### config.mk
export PLATFORM = sky130hd
export DESIGN_NAME = mbm_top
export DESIGN_NICKNAME = d
export VERILOG_FILES = /design/src/rtl/mbm_fifo.v /design/src/rtl/mbm_pack.v /design/src/rtl/mbm_top.v
export VERILOG_INCLUDE_DIRS = /design/src /design/src/common
export SDC_FILE = /design/constraint.sdc
export NUM_CORES = 1
export LEC_CHECK = 0
export BUFFER_PORTS_ARGS = -buffer_cell sky130_fd_sc_hd__buf_2
export CAP_MARGIN = 20
export CORE_MARGIN = 1
export CORE_UTILIZATION = 45
export CTS_BUF_LIST = sky130_fd_sc_hd__clkbuf_4 sky130_fd_sc_hd__clkbuf_8
export CTS_CLUSTER_DIAMETER = 150
export DETAILED_ROUTE_END_ITERATION = 8
export HOLD_SLACK_MARGIN = 0.12
export SLEW_MARGIN = 20
export SYNTH_ARGS = -nofsm -noshare
export SYNTH_HDL_FRONTEND = slang
export SYNTH_SLANG_ARGS = --single-unit
export TNS_END_PERCENT = 20
### constraint.sdc
create_clock -name clk -period 7 [get_ports clk]
set_clock_uncertainty 0.1 [all_clocks]
set_input_delay 0 -clock clk [delete_from_list [all_inputs] [get_ports clk]]
set_output_delay 0 -clock clk [all_outputs]
set_load 0.05 [all_outputs]
### src/common/mbm_map.vh
`ifndef MBM_MAP_VH
`define MBM_MAP_VH
// ----------------------------------------------------------------
// widths of the long word, the port word and the port byte
// ----------------------------------------------------------------
`define MBM_LONG_W     36
`define MBM_WORD_W     18
`define MBM_BYTE_W     9
// ----------------------------------------------------------------
// field positions on port a and in the long word
// ----------------------------------------------------------------
`define MBM_CA_MAIL_LSB 18
`define MBM_WORD_MSB   17
`define MBM_BYTE_MSB   8
// ----------------------------------------------------------------
// data fifo shape
// ----------------------------------------------------------------
`define MBM_FIFO_DEPTH 8
`define MBM_FIFO_AW    3
// ----------------------------------------------------------------
// last part index of a long word per port size
// ----------------------------------------------------------------
`define MBM_LAST_WORD  2'h1
`define MBM_LAST_BYTE  2'h3
// ----------------------------------------------------------------
// reset values
// ----------------------------------------------------------------
`define MBM_FLAG_RST   1'b1
`define MBM_BIG_RST    1'b1
`define MBM_BYTE_RST   1'b0
`define MBM_PREV_RST   1'b0
`endif

### src/rtl/mbm_fifo.v
`timescale 1ns/1ps
`default_nettype none
// ----------------------------------------------------------------
// synchronous data fifo with valid and ready on both sides
// ----------------------------------------------------------------
module mbm_fifo #(
  parameter WIDTH = 36,
  parameter DEPTH = 8,
  parameter AW    = 3
) (
  input  wire             clk,
  input  wire             rst,
  input  wire             clear,
  input  wire             in_valid,
  output wire             in_ready,
  input  wire [WIDTH-1:0] in_data,
  output wire             out_valid,
  input  wire             out_ready,
  output wire [WIDTH-1:0] out_data
);
  reg [WIDTH-1:0] mem [0:DEPTH-1];
  reg [AW-1:0]    wr_ptr;
  reg [AW-1:0]    rd_ptr;
  reg [AW:0]      count;
  wire            push;
  wire            pop;

  // honest full and empty from the word count
  assign in_ready  = (count != DEPTH[AW:0]) && !clear;
  assign out_valid = (count != {(AW+1){1'b0}}) && !clear;
  assign out_data  = mem[rd_ptr];
  assign push      = in_valid && in_ready;
  assign pop       = out_valid && out_ready;

  // storage array, written only on an accepted push
  always @(posedge clk) begin
    if (push) begin
      mem[wr_ptr] <= in_data;
    end
  end

  // pointers and count; clear drops every stored word
  always @(posedge clk or posedge rst) begin
    if (rst) begin
      wr_ptr <= {AW{1'b0}};
      rd_ptr <= {AW{1'b0}};
      count  <= {(AW+1){1'b0}};
    end else if (clear) begin
      wr_ptr <= {AW{1'b0}};
      rd_ptr <= {AW{1'b0}};
      count  <= {(AW+1){1'b0}};
    end else begin
      if (push) begin
        wr_ptr <= (wr_ptr == DEPTH[AW-1:0] - 1'b1) ? {AW{1'b0}}
                                                   : wr_ptr + 1'b1;
      end
      if (pop) begin
        rd_ptr <= (rd_ptr == DEPTH[AW-1:0] - 1'b1) ? {AW{1'b0}}
                                                   : rd_ptr + 1'b1;
      end
      if (push && !pop) begin
        count <= count + 1'b1;
      end else if (pop && !push) begin
        count <= count - 1'b1;
      end
    end
  end
endmodule // mbm_fifo
`default_nettype wire

### src/rtl/mbm_pack.v
`timescale 1ns/1ps
`default_nettype none
`include "mbm_map.vh"
// ----------------------------------------------------------------
// port c assembler: gathers bytes or words into one long word
// ----------------------------------------------------------------
module mbm_pack (
  input  wire                   clk,
  input  wire                   rst,
  input  wire                   clear,
  input  wire                   byte_mode,
  input  wire                   big,
  input  wire                   wr_valid,
  input  wire                   wr_ready,
  input  wire [`MBM_WORD_W-1:0] wr_data,
  output wire                   word_valid,
  output wire [`MBM_LONG_W-1:0] word_data
);
  reg [`MBM_LONG_W-1:0] aux;
  reg [`MBM_LONG_W-1:0] next_aux;
  reg [1:0]             part;
  reg [1:0]             lane;
  wire [1:0]            last;
  wire                  take;

  assign last       = byte_mode ? `MBM_LAST_BYTE : `MBM_LAST_WORD;
  assign take       = wr_valid && wr_ready;
  // the edge of the last part pushes the whole long word
  assign word_valid = take && (part == last);
  assign word_data  = next_aux;

  // place this part in its lane by endian order
  always @* begin
    next_aux = aux;
    lane     = 2'h0;
    if (byte_mode) begin
      lane = big ? (`MBM_LAST_BYTE - part) : part;
      // only c8..c0 carry a byte
      next_aux[lane*`MBM_BYTE_W +: `MBM_BYTE_W] =
        wr_data[`MBM_BYTE_MSB:0];
    end else begin
      lane = big ? (`MBM_LAST_WORD - part) : part;
      next_aux[lane[0]*`MBM_WORD_W +: `MBM_WORD_W] = wr_data;
    end
  end

  // earlier parts wait in the auxiliary register
  always @(posedge clk or posedge rst) begin
    if (rst) begin
      aux  <= {`MBM_LONG_W{1'b0}};
      part <= 2'h0;
    end else if (clear) begin
      aux  <= {`MBM_LONG_W{1'b0}};
      part <= 2'h0;
    end else if (take) begin
      aux  <= next_aux;
      part <= (part == last) ? 2'h0 : part + 2'h1;
    end
  end
endmodule // mbm_pack
`default_nettype wire

### src/rtl/mbm_top.v
`timescale 1ns/1ps
`default_nettype none
`include "mbm_map.vh"
// ----------------------------------------------------------------
// mailbox and bus matching ports of a triple port fifo
// ----------------------------------------------------------------
// Contract
// - one 18-bit mail register each way, a to b and c to a.
// - mail select per port picks mail register or fifo.
// - port a write with mail select high loads a-to-b mail.
// - a-to-b mail takes a17..a0 (word) or a8..a0 (byte).
// - port c mail write takes c17..c0 or c8..c0 by size.
// - mail write drives full flag low; writes ignored while low.
// - enabled outputs show fifo register or mail by mail select.
// - port b mail read sets a-to-b flag high; data on b lanes.
// - port a mail read sets c-to-a flag high; data on a35..a18.
// - reading mail never changes it; only accepted writes do.
// - endian setting never reorders mail data.
// - b and c sized word or byte, applied at master reset end.
// - big endian sends most significant first, little least first.
// - endian sampled on master reset rise, shared by b and c.
// - fifos hold only 36-bit long words; conversion at the edges.
// - narrow b reads show first part, hold rest, then send it.
// - byte reads leave b17..b9 without defined data.
// - c parts wait in aux; last part pushes the long word.
// - byte writes ignore c17..c9.
module mbm_top (
  input  wire                   clk,
  input  wire                   rst,
  input  wire                   fifo1_master_reset_n,
  input  wire                   fifo2_master_reset_n,
  input  wire                   fifo1_partial_reset_n,
  input  wire                   fifo2_partial_reset_n,
  input  wire                   big_endian_sel,
  input  wire                   portb_byte_size_sel,
  input  wire                   portc_byte_size_sel,
  input  wire                   porta_chip_select_n,
  input  wire                   porta_write_not_read,
  input  wire                   porta_enable,
  input  wire                   porta_mail_select,
  input  wire [`MBM_LONG_W-1:0] porta_data_in,
  output wire [`MBM_LONG_W-1:0] porta_data_out,
  output wire                   porta_data_oe,
  input  wire                   portb_chip_select_n,
  input  wire                   portb_read_enable,
  input  wire                   portb_mail_select,
  output wire [`MBM_WORD_W-1:0] portb_data_out,
  output wire                   portb_data_oe,
  input  wire                   portc_write_enable,
  input  wire                   portc_mail_select,
  input  wire [`MBM_WORD_W-1:0] portc_data_in,
  output wire                   fifo1_full_or_input_ready,
  output wire                   fifo2_full_or_input_ready,
  output wire                   fifo1_output_ready,
  output wire                   fifo2_output_ready,
  output reg                    a_to_b_mail_full_n,
  output reg                    c_to_a_mail_full_n
);
  // ----------------------------------------------------------------
  // state
  // ----------------------------------------------------------------
  reg  [`MBM_WORD_W-1:0] a_to_b_mail_reg;
  reg  [`MBM_WORD_W-1:0] c_to_a_mail_reg;
  reg  [`MBM_LONG_W-1:0] porta_out_reg;
  reg  [`MBM_WORD_W-1:0] portb_out_reg;
  reg  [`MBM_LONG_W-1:0] hold;
  reg  [1:0]             part;
  reg                    cfg_big;
  reg                    cfg_b_byte;
  reg                    cfg_c_byte;
  reg                    mst1_prev;
  reg                    mst2_prev;
  wire                   f1_clear;
  wire                   f2_clear;
  wire                   a_wr;
  wire                   a_rd;
  wire                   b_rd;
  wire                   c_wr;
  wire                   f1_in_ready;
  wire                   f1_out_valid;
  wire                   f1_pop;
  wire [`MBM_LONG_W-1:0] f1_out_data;
  wire                   f2_in_ready;
  wire                   f2_in_valid;
  wire [`MBM_LONG_W-1:0] f2_in_data;
  wire                   f2_out_valid;
  wire                   f2_pop;
  wire [`MBM_LONG_W-1:0] f2_out_data;
  wire [1:0]             b_last;

  // ----------------------------------------------------------------
  // part select for port b reads
  // ----------------------------------------------------------------
  function [`MBM_WORD_W-1:0] part_sel;
    input [`MBM_LONG_W-1:0] lw;
    input [1:0]             k;
    input                   byte_m;
    input                   big;
    reg   [1:0]             j;
    begin
      if (byte_m) begin
        j = big ? (`MBM_LAST_BYTE - k) : k;
        // b17..b9 carry nothing defined, driven low
        part_sel = {{(`MBM_WORD_W-`MBM_BYTE_W){1'b0}},
                    lw[j*`MBM_BYTE_W +: `MBM_BYTE_W]};
      end else begin
        j = big ? (`MBM_LAST_WORD - k) : k;
        part_sel = lw[j[0]*`MBM_WORD_W +: `MBM_WORD_W];
      end
    end
  endfunction

  // ----------------------------------------------------------------
  // port strobes
  // ----------------------------------------------------------------
  assign a_wr = !porta_chip_select_n && porta_write_not_read &&
                porta_enable;
  assign a_rd = !porta_chip_select_n && !porta_write_not_read &&
                porta_enable;
  assign b_rd = !portb_chip_select_n && portb_read_enable;
  assign c_wr = portc_write_enable;

  // either reset of a fifo empties its data path
  assign f1_clear = !fifo1_master_reset_n || !fifo1_partial_reset_n;
  assign f2_clear = !fifo2_master_reset_n || !fifo2_partial_reset_n;

  // ----------------------------------------------------------------
  // configuration taken at the end of master reset
  // ----------------------------------------------------------------
  // endian sampled on the rise of either master reset
  always @(posedge clk or posedge rst) begin
    if (rst) begin
      mst1_prev  <= `MBM_PREV_RST;
      mst2_prev  <= `MBM_PREV_RST;
      cfg_big    <= `MBM_BIG_RST;
      cfg_b_byte <= `MBM_BYTE_RST;
      cfg_c_byte <= `MBM_BYTE_RST;
    end else begin
      mst1_prev <= fifo1_master_reset_n;
      mst2_prev <= fifo2_master_reset_n;
      if ((fifo1_master_reset_n && !mst1_prev) ||
          (fifo2_master_reset_n && !mst2_prev)) begin
        cfg_big <= big_endian_sel;
      end
      if (fifo1_master_reset_n && !mst1_prev) begin
        cfg_b_byte <= portb_byte_size_sel;
      end
      if (fifo2_master_reset_n && !mst2_prev) begin
        cfg_c_byte <= portc_byte_size_sel;
      end
    end
  end

  // ----------------------------------------------------------------
  // a-to-b mail register and its flag
  // ----------------------------------------------------------------
  // write only while empty; a read never touches the data
  always @(posedge clk or posedge rst) begin
    if (rst) begin
      a_to_b_mail_reg    <= {`MBM_WORD_W{1'b0}};
      a_to_b_mail_full_n <= `MBM_FLAG_RST;
    end else if (!fifo1_master_reset_n) begin
      a_to_b_mail_full_n <= `MBM_FLAG_RST;
    end else if (a_wr && porta_mail_select &&
                 a_to_b_mail_full_n) begin
      // write beats a same-edge read: flag goes low
      a_to_b_mail_full_n <= 1'b0;
      if (cfg_b_byte) begin
        a_to_b_mail_reg <= {{(`MBM_WORD_W-`MBM_BYTE_W){1'b0}},
                            porta_data_in[`MBM_BYTE_MSB:0]};
      end else begin
        a_to_b_mail_reg <= porta_data_in[`MBM_WORD_MSB:0];
      end
    end else if (b_rd && portb_mail_select) begin
      a_to_b_mail_full_n <= 1'b1;
    end
  end

  // ----------------------------------------------------------------
  // c-to-a mail register and its flag
  // ----------------------------------------------------------------
  // port c has no chip select; the write enable alone qualifies
  always @(posedge clk or posedge rst) begin
    if (rst) begin
      c_to_a_mail_reg    <= {`MBM_WORD_W{1'b0}};
      c_to_a_mail_full_n <= `MBM_FLAG_RST;
    end else if (!fifo2_master_reset_n) begin
      c_to_a_mail_full_n <= `MBM_FLAG_RST;
    end else if (c_wr && portc_mail_select &&
                 c_to_a_mail_full_n) begin
      c_to_a_mail_full_n <= 1'b0;
      if (cfg_c_byte) begin
        c_to_a_mail_reg <= {{(`MBM_WORD_W-`MBM_BYTE_W){1'b0}},
                            portc_data_in[`MBM_BYTE_MSB:0]};
      end else begin
        c_to_a_mail_reg <= portc_data_in;
      end
    end else if (a_rd && porta_mail_select) begin
      c_to_a_mail_full_n <= 1'b1;
    end
  end

  // ----------------------------------------------------------------
  // fifo1: port a long words toward port b
  // ----------------------------------------------------------------
  mbm_fifo #(
    .WIDTH (`MBM_LONG_W),
    .DEPTH (`MBM_FIFO_DEPTH),
    .AW    (`MBM_FIFO_AW)
  ) u_fifo1 (
    .clk       (clk),
    .rst       (rst),
    .clear     (f1_clear),
    .in_valid  (a_wr && !porta_mail_select),
    .in_ready  (f1_in_ready),
    .in_data   (porta_data_in),
    .out_valid (f1_out_valid),
    .out_ready (f1_pop),
    .out_data  (f1_out_data)
  );

  // ----------------------------------------------------------------
  // port b unpacking of fifo1 long words
  // ----------------------------------------------------------------
  assign b_last = cfg_b_byte ? `MBM_LAST_BYTE : `MBM_LAST_WORD;
  // only the first part of a long word pops the fifo
  assign f1_pop = b_rd && !portb_mail_select &&
                  (part == 2'h0);

  // first part out, rest held, later reads walk the held word
  always @(posedge clk or posedge rst) begin
    if (rst) begin
      hold          <= {`MBM_LONG_W{1'b0}};
      part          <= 2'h0;
      portb_out_reg <= {`MBM_WORD_W{1'b0}};
    end else if (f1_clear) begin
      part <= 2'h0;
    end else if (b_rd && !portb_mail_select) begin
      if (part == 2'h0) begin
        if (f1_out_valid) begin
          hold          <= f1_out_data;
          portb_out_reg <= part_sel(f1_out_data, 2'h0,
                                    cfg_b_byte, cfg_big);
          part          <= 2'h1;
        end
      end else begin
        portb_out_reg <= part_sel(hold, part,
                                  cfg_b_byte, cfg_big);
        part          <= (part == b_last) ? 2'h0 : part + 2'h1;
      end
    end
  end

  // ----------------------------------------------------------------
  // port c packing into fifo2
  // ----------------------------------------------------------------
  mbm_pack u_pack (
    .clk        (clk),
    .rst        (rst),
    .clear      (f2_clear),
    .byte_mode  (cfg_c_byte),
    .big        (cfg_big),
    .wr_valid   (c_wr && !portc_mail_select),
    .wr_ready   (f2_in_ready),
    .wr_data    (portc_data_in),
    .word_valid (f2_in_valid),
    .word_data  (f2_in_data)
  );

  mbm_fifo #(
    .WIDTH (`MBM_LONG_W),
    .DEPTH (`MBM_FIFO_DEPTH),
    .AW    (`MBM_FIFO_AW)
  ) u_fifo2 (
    .clk       (clk),
    .rst       (rst),
    .clear     (f2_clear),
    .in_valid  (f2_in_valid),
    .in_ready  (f2_in_ready),
    .in_data   (f2_in_data),
    .out_valid (f2_out_valid),
    .out_ready (f2_pop),
    .out_data  (f2_out_data)
  );

  // ----------------------------------------------------------------
  // port a reads of fifo2
  // ----------------------------------------------------------------
  assign f2_pop = a_rd && !porta_mail_select;

  // fifo output register loads on each accepted read
  always @(posedge clk or posedge rst) begin
    if (rst) begin
      porta_out_reg <= {`MBM_LONG_W{1'b0}};
    end else if (f2_pop && f2_out_valid) begin
      porta_out_reg <= f2_out_data;
    end
  end

  // ----------------------------------------------------------------
  // flags and output buses
  // ----------------------------------------------------------------
  // low while a reset of that fifo is held or when full
  assign fifo1_full_or_input_ready = f1_in_ready;
  assign fifo2_full_or_input_ready = f2_in_ready;
  assign fifo1_output_ready = f1_out_valid || (part != 2'h0);
  assign fifo2_output_ready = f2_out_valid;

  // mail passes on fixed lanes, no endian swap
  assign porta_data_out = porta_mail_select ?
           {c_to_a_mail_reg, {`MBM_CA_MAIL_LSB{1'b0}}}
         : porta_out_reg;
  assign portb_data_out = portb_mail_select ?
           a_to_b_mail_reg
         : portb_out_reg;
  assign porta_data_oe  = !porta_chip_select_n && !porta_write_not_read;
  assign portb_data_oe  = !portb_chip_select_n;
endmodule // mbm_top
`default_nettype wire

==> tab_implementation.tex, run 1 <==
\begin{tabular}{lr}
\hline
Metric & Value \\
\hline
\multicolumn{2}{l}{\textbf{Status}} \\
\quad Outcome & completed \\
\multicolumn{2}{l}{\textbf{GRT}} \\
\quad Grt met1 use & between 20\% and 30\% \\
\quad Pin count of the biggest net entering global routing & approximately 130 \\
\quad Combined global-route utilization of all metal layers & between 20\% and 30\% \\
\quad Met3 track demand over resource in global routing & approximately 4.1\% \\
\quad Met2 usage & between 30 and 40\% \\
\quad Most utilized layer in the global route result & met2 \\
\quad Wire length of the first global-routing pass & around 120,000 um \\
\quad Total overflow reported by the global router & 0 \\
\quad Number of antenna violations at the first check in global routing & 3 \\
\quad Number of global-route vias before repair & $\sim$20k \\
\multicolumn{2}{l}{\textbf{Place}} \\
\quad Count of input and output buffers & roughly 130 \\
\quad Routability Congestion & between 0.8 and 0.9 \\
\quad Sum of net half-perimeters after detailed placement & about 47,000 um \\
\quad Cell total after placement & 3,029 \\
\quad Setup slack after placement & roughly 3.3 ns \\
\multicolumn{2}{l}{\textbf{Critical path}} \\
\quad Dominant delay contributor by cell family on the critical path & flip-flops \\
\quad Maximum fanout along the worst path & 29 \\
\quad Worst R2R End & u\_pack.aux[3] \\
\quad Critical-path top delay cell & dfstp\_2 \\
\quad Critical path type & register to register \\
\quad Worst path max stage delay & approximately 1.1 ns \\
\quad Worst Path Arrival & about 4.4 ns \\
\quad Number of buffers and inverters on the critical path & 2 \\
\quad Source of the worst register-to-register timing path & cfg\_big \\
\quad CP Launch Type & register \\
\quad Endpoint required time on the critical path & between 7 and 8 ns \\
\quad Category of the worst setup path capture point & register \\
\quad Slack of the worst reg-to-reg path & 3.22 ns \\
\quad CP cell instances & xor2\_1 > buf\_4 > inv\_2 > ha\_1 > nand3b\_1 > a21oi\_1 > nor2b\_1 > a22o\_1 \\
\quad Depth of the worst register-to-register path & 8 \\
\multicolumn{2}{l}{\textbf{Logic synthesis}} \\
\quad Sequential fraction of the synthesis area & $\sim$70\% \\
\quad Proportion of register bits with asynchronous set or reset after synthesis & 25.1\% \\
\quad Post-Syn Nets & between 2k and 2.5k \\
\quad Area share of the leading cell type in the synthesized netlist & a little over half \\
\quad Synth area leader & edfxtp\_1 \\
\quad FF+latch count, synth & just under 800 \\
\quad Yosys warning count & 0 \\
\quad Cells after synthesis & $\sim$2.0k \\
\quad Netlist area before placement & 32,000 sq um \\
\quad Ys flop type & edfxtp\_1 \\
\quad Largest cells by area after synthesis & edfxtp\_1 (54\%), dfrtp\_1 (15\%), mux4\_2 (7.6\%), mux2i\_1 (4.9\%), mux2\_2 (2.3\%) \\
\quad Count of cell types in the netlist & 66 \\
\quad Syn\_area\_per\_cell & 15.8 sq um \\
\quad Count of flip-flops with a built-in enable after synthesis & between 500 and 600 \\
\multicolumn{2}{l}{\textbf{Drt}} \\
\quad Number of remaining DRC errors & 0 \\
\quad Number of nets still failing antenna checks after routing & 0 \\
\quad Via total after detailed routing & about 19k \\
\quad Detailed Route Iter0 Violations & 1,540 \\
\quad Number of vias per cell after detailed routing & 5.57 \\
\quad Average routed wire per standard cell & around 24 um \\
\quad Number of iterations in the first detailed-routing pass & 5 \\
\quad Routed wire length & just over 80,000 um \\
\multicolumn{2}{l}{\textbf{Timing}} \\
\quad Final period utilization & between 50\% and 60\% \\
\quad Worst Tran Pin Value & approximately 1.1 ns \\
\quad Relative slew margins & between 20\% and 30\% \\
\quad Final TNS setup & 0 ns \\
\quad Fmax & $\sim$260 MHz \\
\quad Setup slack after layout & 3.22 ns \\
\quad Period minus WS final & 3.78 ns \\
\quad Setup violators final & 0 \\
\quad Number of max-slew violations in the final report & 0 \\
\quad Hold Violations, Final & 0 \\
\quad RSZ-0062 raised after global routing & false \\
\multicolumn{2}{l}{\textbf{Power and ir drop}} \\
\quad Total power density per cell area & about 270 nW/um\^{}2 \\
\quad Switching share of total power & between 20\% and 30\% \\
\quad Leakage dissipation & roughly 14 nW \\
\quad Total design power & 10.3 mW \\
\quad Fraction of power consumed by combinational cells & between 10\% and 20\% \\
\quad Internal power & 7.66 mW \\
\quad Net switching power & about 2.6 mW \\
\quad Part of the total power dissipated in sequential elements & 50.9\% \\
\quad Clock power share & slightly below 40\% \\
\quad Worst-case vdd ir drop & between 0.2 and 0.25 mV \\
\multicolumn{2}{l}{\textbf{Hold path}} \\
\quad Hold Path End & c\_to\_a\_mail\_full\_n \\
\quad Worst hold path cell count & 4 \\
\quad Min-delay worst type & input pin to register \\
\quad Launch instance of the worst min-delay path & porta\_write\_not\_read \\
\multicolumn{2}{l}{\textbf{Die}} \\
\quad Core Region & between 70,000 and 80,000 sq um \\
\quad Initial standard-cell utilization of the core & a little under half \\
\quad Horizontal die dimension & $\sim$270 um \\
\quad FP Rows & 97 \\
\quad Die outline height & about 270 um \\
\quad Die Area & approximately 72,000 sq um \\
\quad Top-level port count & around 130 \\
\multicolumn{2}{l}{\textbf{Clock tree}} \\
\quad Clock tree from TritonCTS & built \\
\quad Root buffer selected by CTS & clkbuf\_8 \\
\quad Number of clock buffers inserted by TritonCTS & 130 \\
\quad Clock H-tree levels & 4 \\
\quad Skew-Pair Late Insertion Delay & about 0.76 ns \\
\quad Buffers from clock root to sink, at most & 3 \\
\quad Clock sink count & just under 800 \\
\quad Clock-pin slew reported for the worst setup and hold paths after clock tree synthesis & 0.05 ns \\
\quad Post-cts resize count & 0 \\
\multicolumn{2}{l}{\textbf{Layout}} \\
\quad Largest registers & u\_fifo1.mem (288), u\_fifo2.mem (288) \\
\quad Fraction of final layout cells with drive strength greater than 1 & around 24\% \\
\quad Layout Nets & around 2.5k \\
\quad Non-filler cells in the finished layout & 3,418 \\
\quad Area growth syn-to-layout & 18.6\% \\
\multicolumn{2}{l}{\textbf{Flow run}} \\
\quad Max-cap check violation count & 0 \\
\hline
\end{tabular}
[cell usage in the layout (no fill, tap or decap), drive strengths merged, types with 8 or more instances in the layout]
master       count
nor2           108
nand3b          13
o221ai           8
clkbuf         185
mux4           108
nand2b          32
edfxtp         576
nand2          190
nor2b           33
dlygate4sd3    150
inv             29
or3             21
a21oi           78
nor3            12
a2bb2oi          9
and2            13
a22o            27
a211oi          11
a221oi           9
dfrtp          190
buf            179
a22oi           36
mux2i          158
o2111ai          9
mux2            64
o21ai           53
clkinv          40
ha              19
a221o           14
nand3           32
[synthesized netlist by cell type, types with 8 or more instances]
master     count
edfxtp_1     576
dfrtp_1      190
nand2_1      190
mux2i_1      158
mux4_2       108
nor2_1       108
a21oi_1       77
clkbuf_1      66
mux2_2        64
o21ai_0       52
buf_2         40
a22oi_1       36
nor2b_1       33
nand3_1       32
nand2b_1      31
a22o_1        27
inv_1         22
or3_1         21
ha_1          19
a221o_1       14
and2_1        13
nand3b_1      13
nor3_1        11
a211oi_1      10
a221oi_1       9
a2bb2oi_1      9
o2111ai_1      9
o221ai_1       8
[power groups by stage]
stage	Sequential (mW)	Combinational, mW	Clock [mW]
floorplan	5.27	0.705	0
global placement	5.32	0.949	0
detailed placement	5.33	0.970	0
CTS	5.24	1.06	4.10
global route	5.26	1.14	4.30
finish	5.24	1.05	4.01
[cell type report]
class,instances,area [sq um]
clock buffer,185,2270
multi-input combinational,1117,9360
fill,5742,32200
clock inverter,51,353
sequential,769,22100
antenna,3,7.51
timing repair buffer,329,2510
tap,940,1180
inverter,24,97.6
[kinds of logic (layout without fill, tap and decap cells)]
kind of cell	after synthesis	in the layout	synth area share, %
DFF	769	769	69.2
and+or+nand+nor	484	484	7.21
muxes	330	330	14.8
AOI/OAI and AO/OA	273	273	5.79
buffers and inverters	142	589	1.88
adders and majority gates	21	21	0.869
xor gates and xnor gates	9	9	0.247
other	0	3	0
[layer usage]
metal	up-vias	part of all wire (%)
li1	8508	-
met1	9732	40
met2	646	51
met3	136	5.8
met4	2	2.6
met5	-	0.015
[worst max path at each step]
stage	start	end	slack (ns)	depth (start not counted)
after detailed placement	cfg_big	u_pack.aux[3]	3.27	7
final	cfg_big	u_pack.aux[3]	3.22	8
after global routing	cfg_c_byte	u_fifo2.mem[2][2]	2.97	6
after CTS	cfg_c_byte	u_fifo2.mem[2][23]	3.27	6
after global placement	cfg_c_byte	u_fifo2.mem[2][8]	3.30	6
after floorplan	rst	a_to_b_mail_reg[0]	1.65	1
[stage by stage]
stage	instance area [sq um]	hold slack (ns)	utilization, %
2_1_floorplan	32000	-0.0686	-
3_3_place_gp	33800	0.144	48.2
3_5_place_dp	33800	0.149	48.2
4_1_cts	37900	0.125	54.0
5_1_grt	37900	0.174	54.1
6_report	37900	0.188	54.1
[tightest hold or removal path, delay by kind of cell]
family,cells,cell delay (ns)
buffers and inverters,2,0.67
AOI/OAI and AO/OA,1,0.25
and+or+nand+nor,1,0.12
[what timing repair did]
| action | in CTS | in global routing |
|---|---|---|
| endpoints found under the hold margin | 866 | 0 |
| setup buffers | 0 | 0 |
| hold buffers | 150 | 0 |
(Power assumes the default switching activity.)
==> run 2, diff against run 1 <==
==> constraint.sdc (replaced) <==
create_clock -name clk -period 3.39 [get_ports clk]
set_clock_uncertainty 0.1 [all_clocks]
set_input_delay 0 -clock clk [delete_from_list [all_inputs] [get_ports clk]]
set_output_delay 0 -clock clk [all_outputs]
set_load 0.05 [all_outputs]
==> run 2 against run 1 <==
- final area up 1.0%
- via count increased by 0.88%
- core utilization rose by 0.55 points
- non-clock buffer count up 19
- die area unchanged
- highest routed layer is now met4
- largest cell class unchanged
- cell count rose by 0.61%
- combinational power rose by 110%
- worst setup slack lost 3.0 ns
==> tab_implementation.tex, run 2 (synthesis gave the netlist of run 1 again) <==
\begin{tabular}{lr}
\hline
Metric & Value \\
\hline
\multicolumn{2}{l}{\textbf{Timing}} \\
\quad Relative slew margins & about 27\% \\
\quad Number of max-slew violations in the final report & 0 \\
\quad RSZ-0062 raised after global routing & false \\
\quad Worst Tran Pin Value & between 1 and 1.5 ns \\
\quad Fmax & 315 MHz \\
\quad Hold Violations, Final & 0 \\
\quad Final period utilization & 93.8\% \\
\quad Period minus WS final & about 3.2 ns \\
\quad Setup violators final & 0 \\
\quad Final TNS setup & 0 ns \\
\multicolumn{2}{l}{\textbf{Drt}} \\
\quad Number of vias per cell after detailed routing & approximately 5.6 \\
\quad Routed wire length & 82,600 um \\
\quad Via total after detailed routing & 19.2k \\
\quad Detailed Route Iter0 Violations & between 1.5k and 2k \\
\quad Number of nets still failing antenna checks after routing & 0 \\
\quad Number of remaining DRC errors & 0 \\
\quad Number of iterations in the first detailed-routing pass & 5 \\
\quad Average routed wire per standard cell & approximately 24 um \\
\multicolumn{2}{l}{\textbf{Layout}} \\
\quad Core utilization of the finished layout & between 50\% and 60\% \\
\quad Largest registers & u\_fifo1.mem (288), u\_fifo2.mem (288) \\
\quad Non-filler cells in the finished layout & roughly 3.4k \\
\quad Area growth syn-to-layout & 19.8\% \\
\quad Top library cells by usage in the layout, fill and taps aside & edfxtp\_1 (576), nand2\_1 (190), dfrtp\_1 (185) \\
\quad Fraction of final layout cells with drive strength greater than 1 & about a quarter \\
\quad Layout Nets & between 2k and 2.5k \\
\quad Most frequent standard cell in the layout excluding fill and tap cells & edfxtp\_1 \\
\multicolumn{2}{l}{\textbf{Die}} \\
\quad Top-level port count & between 100 and 150 \\
\quad FP Rows & between 90 and 100 \\
\quad Initial standard-cell utilization of the core & a little under half \\
\quad Core Region & approximately 70,000 sq um \\
\quad Horizontal die dimension & about 270 um \\
\quad Die Area & between 70,000 and 80,000 sq um \\
\quad Die outline height & between 200 and 300 um \\
\multicolumn{2}{l}{\textbf{Critical path}} \\
\quad Endpoint required time on the critical path & roughly 3.9 ns \\
\quad Maximum fanout along the worst path & 10 \\
\quad Dominant delay contributor by cell family on the critical path & buffers and inverters \\
\quad Depth of the worst register-to-register path & 6 \\
\quad Worst Path Arrival & about 3.7 ns \\
\quad Critical-path top delay cell & dlygate4sd3\_1 \\
\quad Worst R2R End & a\_to\_b\_mail\_reg[3] \\
\quad Slack of the worst reg-to-reg path & approximately 0.30 ns \\
\quad Critical path type & input pin to register \\
\quad CP cell instances & dlygate4sd3\_1 > buf\_2 > nand4b\_1 > dlygate4sd3\_1 > or4\_1 > or2\_2 > ha\_1 > a21o\_1 > a21oi\_1 > nor3\_1 > a311oi\_1 > a31oi\_1 \\
\quad Worst path max stage delay & $\sim$0.67 ns \\
\quad CP Launch Type & input pin \\
\quad Top cell by count, worst path & dlygate4sd3\_1 \\
\quad Number of buffers and inverters on the critical path & 3 \\
\quad Crit. Startpoint & fifo2\_partial\_reset\_n \\
\quad Category of the worst setup path capture point & register \\
\quad Source of the worst register-to-register timing path & a\_to\_b\_mail\_full\_n \\
\multicolumn{2}{l}{\textbf{Clock tree}} \\
\quad Buffers from clock root to sink, at most & 3 \\
\quad Clock H-tree levels & 4 \\
\quad Root buffer selected by CTS & clkbuf\_8 \\
\quad Skew-Pair Late Insertion Delay & around 0.78 ns \\
\quad Number of clock buffers inserted by TritonCTS & 130 \\
\quad Clock-pin slew reported for the worst setup and hold paths after clock tree synthesis & $\sim$0.060 ns \\
\quad Post-cts resize count & 0 \\
\quad Clock sink count & 769 \\
\quad Cts hold-fix bufs & around 140 \\
\quad Clock tree from TritonCTS & built \\
\quad Number of setup buffers added after CTS & 0 \\
\multicolumn{2}{l}{\textbf{GRT}} \\
\quad Grt met1 use & between 20 and 30\% \\
\quad Number of global-route vias before repair & $\sim$20k \\
\quad Most utilized layer in the global route result & met2 \\
\quad Met3 track demand over resource in global routing & 4.62\% \\
\quad Met2 usage & 40.0\% \\
\quad Total overflow reported by the global router & 0 \\
\quad Combined global-route utilization of all metal layers & between 20\% and 30\% \\
\quad Pin count of the biggest net entering global routing & 84 \\
\quad Number of antenna violations at the first check in global routing & 3 \\
\quad Wire length of the first global-routing pass & around 120,000 um \\
\multicolumn{2}{l}{\textbf{Power and ir drop}} \\
\quad Leakage dissipation & 13.8 nW \\
\quad Worst-case vdd ir drop & approximately 0.38 mV \\
\quad Total power density per cell area & roughly 560 nW/um\^{}2 \\
\multicolumn{2}{l}{\textbf{Flow run}} \\
\quad Max-cap check violation count & 0 \\
\multicolumn{2}{l}{\textbf{Hold path}} \\
\quad Hold Path End & c\_to\_a\_mail\_full\_n \\
\quad Min-delay worst type & input pin to register \\
\quad Launch instance of the worst min-delay path & porta\_write\_not\_read \\
\quad Worst hold path cell count & 4 \\
\multicolumn{2}{l}{\textbf{Status}} \\
\quad Outcome & completed \\
\multicolumn{2}{l}{\textbf{Place}} \\
\quad Count of input and output buffers & around 130 \\
\quad Cell total after placement & $\sim$3.1k \\
\quad Sum of net half-perimeters after detailed placement & approximately 49,000 um \\
\quad Routability Congestion & approximately 0.85 \\
\hline
\end{tabular}
## run 2: area by class of cell
cell class              count  area [sq um]
diodes                      3          7.51
clock buffers             192          2340
clock inverters            46           303
fillers                  5753         31800
inverters                  24          93.8
multi-input cells        1117          9360
flip-flops and latches    769         22100
well taps                 940          1180
repair buffers            348          2890
## run 2: stage by stage
| stage | hold WS (ns) | power (mW) | worst slack [ns] | cell area (sq um) |
|---|---|---|---|---|
| floorplan | -0.0686 | 12.3 | -1.39 | 32000 |
| global placement | -0.0661 | 13.0 | 0.625 | 34200 |
| detailed placement | -0.0694 | 13.0 | 0.538 | 34200 |
| CTS | 0.123 | 21.5 | 0.370 | 38300 |
| global route | 0.153 | 22.1 | 0.118 | 38300 |
| finish | 0.184 | 21.3 | 0.211 | 38300 |
## run 2: worst reg2reg max path: stages (launching register included)
cell and delay, ns:
dfstp_2 0.55, nand3_1 0.10, nor2_2 0.26, dlygate4sd3_1 1.26, nand2_1 0.11, nand2_1 0.09
dlygate4sd3_1 0.55
## run 2: how the worst max path moves through the flow
stage	to	slack, ns	cells past startpoint
3_5_place_dp	u_fifo2.count[3]	0.54	9
2_1_floorplan	u_fifo2.mem[0][0]	-1.39	7
3_3_place_gp	u_fifo1.count[3]	0.63	11
4_1_cts	a_to_b_mail_reg[3]	0.37	6
5_1_grt	u_fifo2.count[3]	0.12	12
6_report	u_fifo2.count[3]	0.21	12
## run 2: where the power goes
group	switching, mW	internal, mW	total [mW]
clock network	3.75	4.55	8.30
registers	0.216	10.6	10.8
logic	1.47	0.734	2.20
## run 2: metal layers
metal	wire length, um	vias up
li1	-	8570
met1	33400	9819
met2	42100	657
met3	4550	145
met4	2440	0
met5	0	-
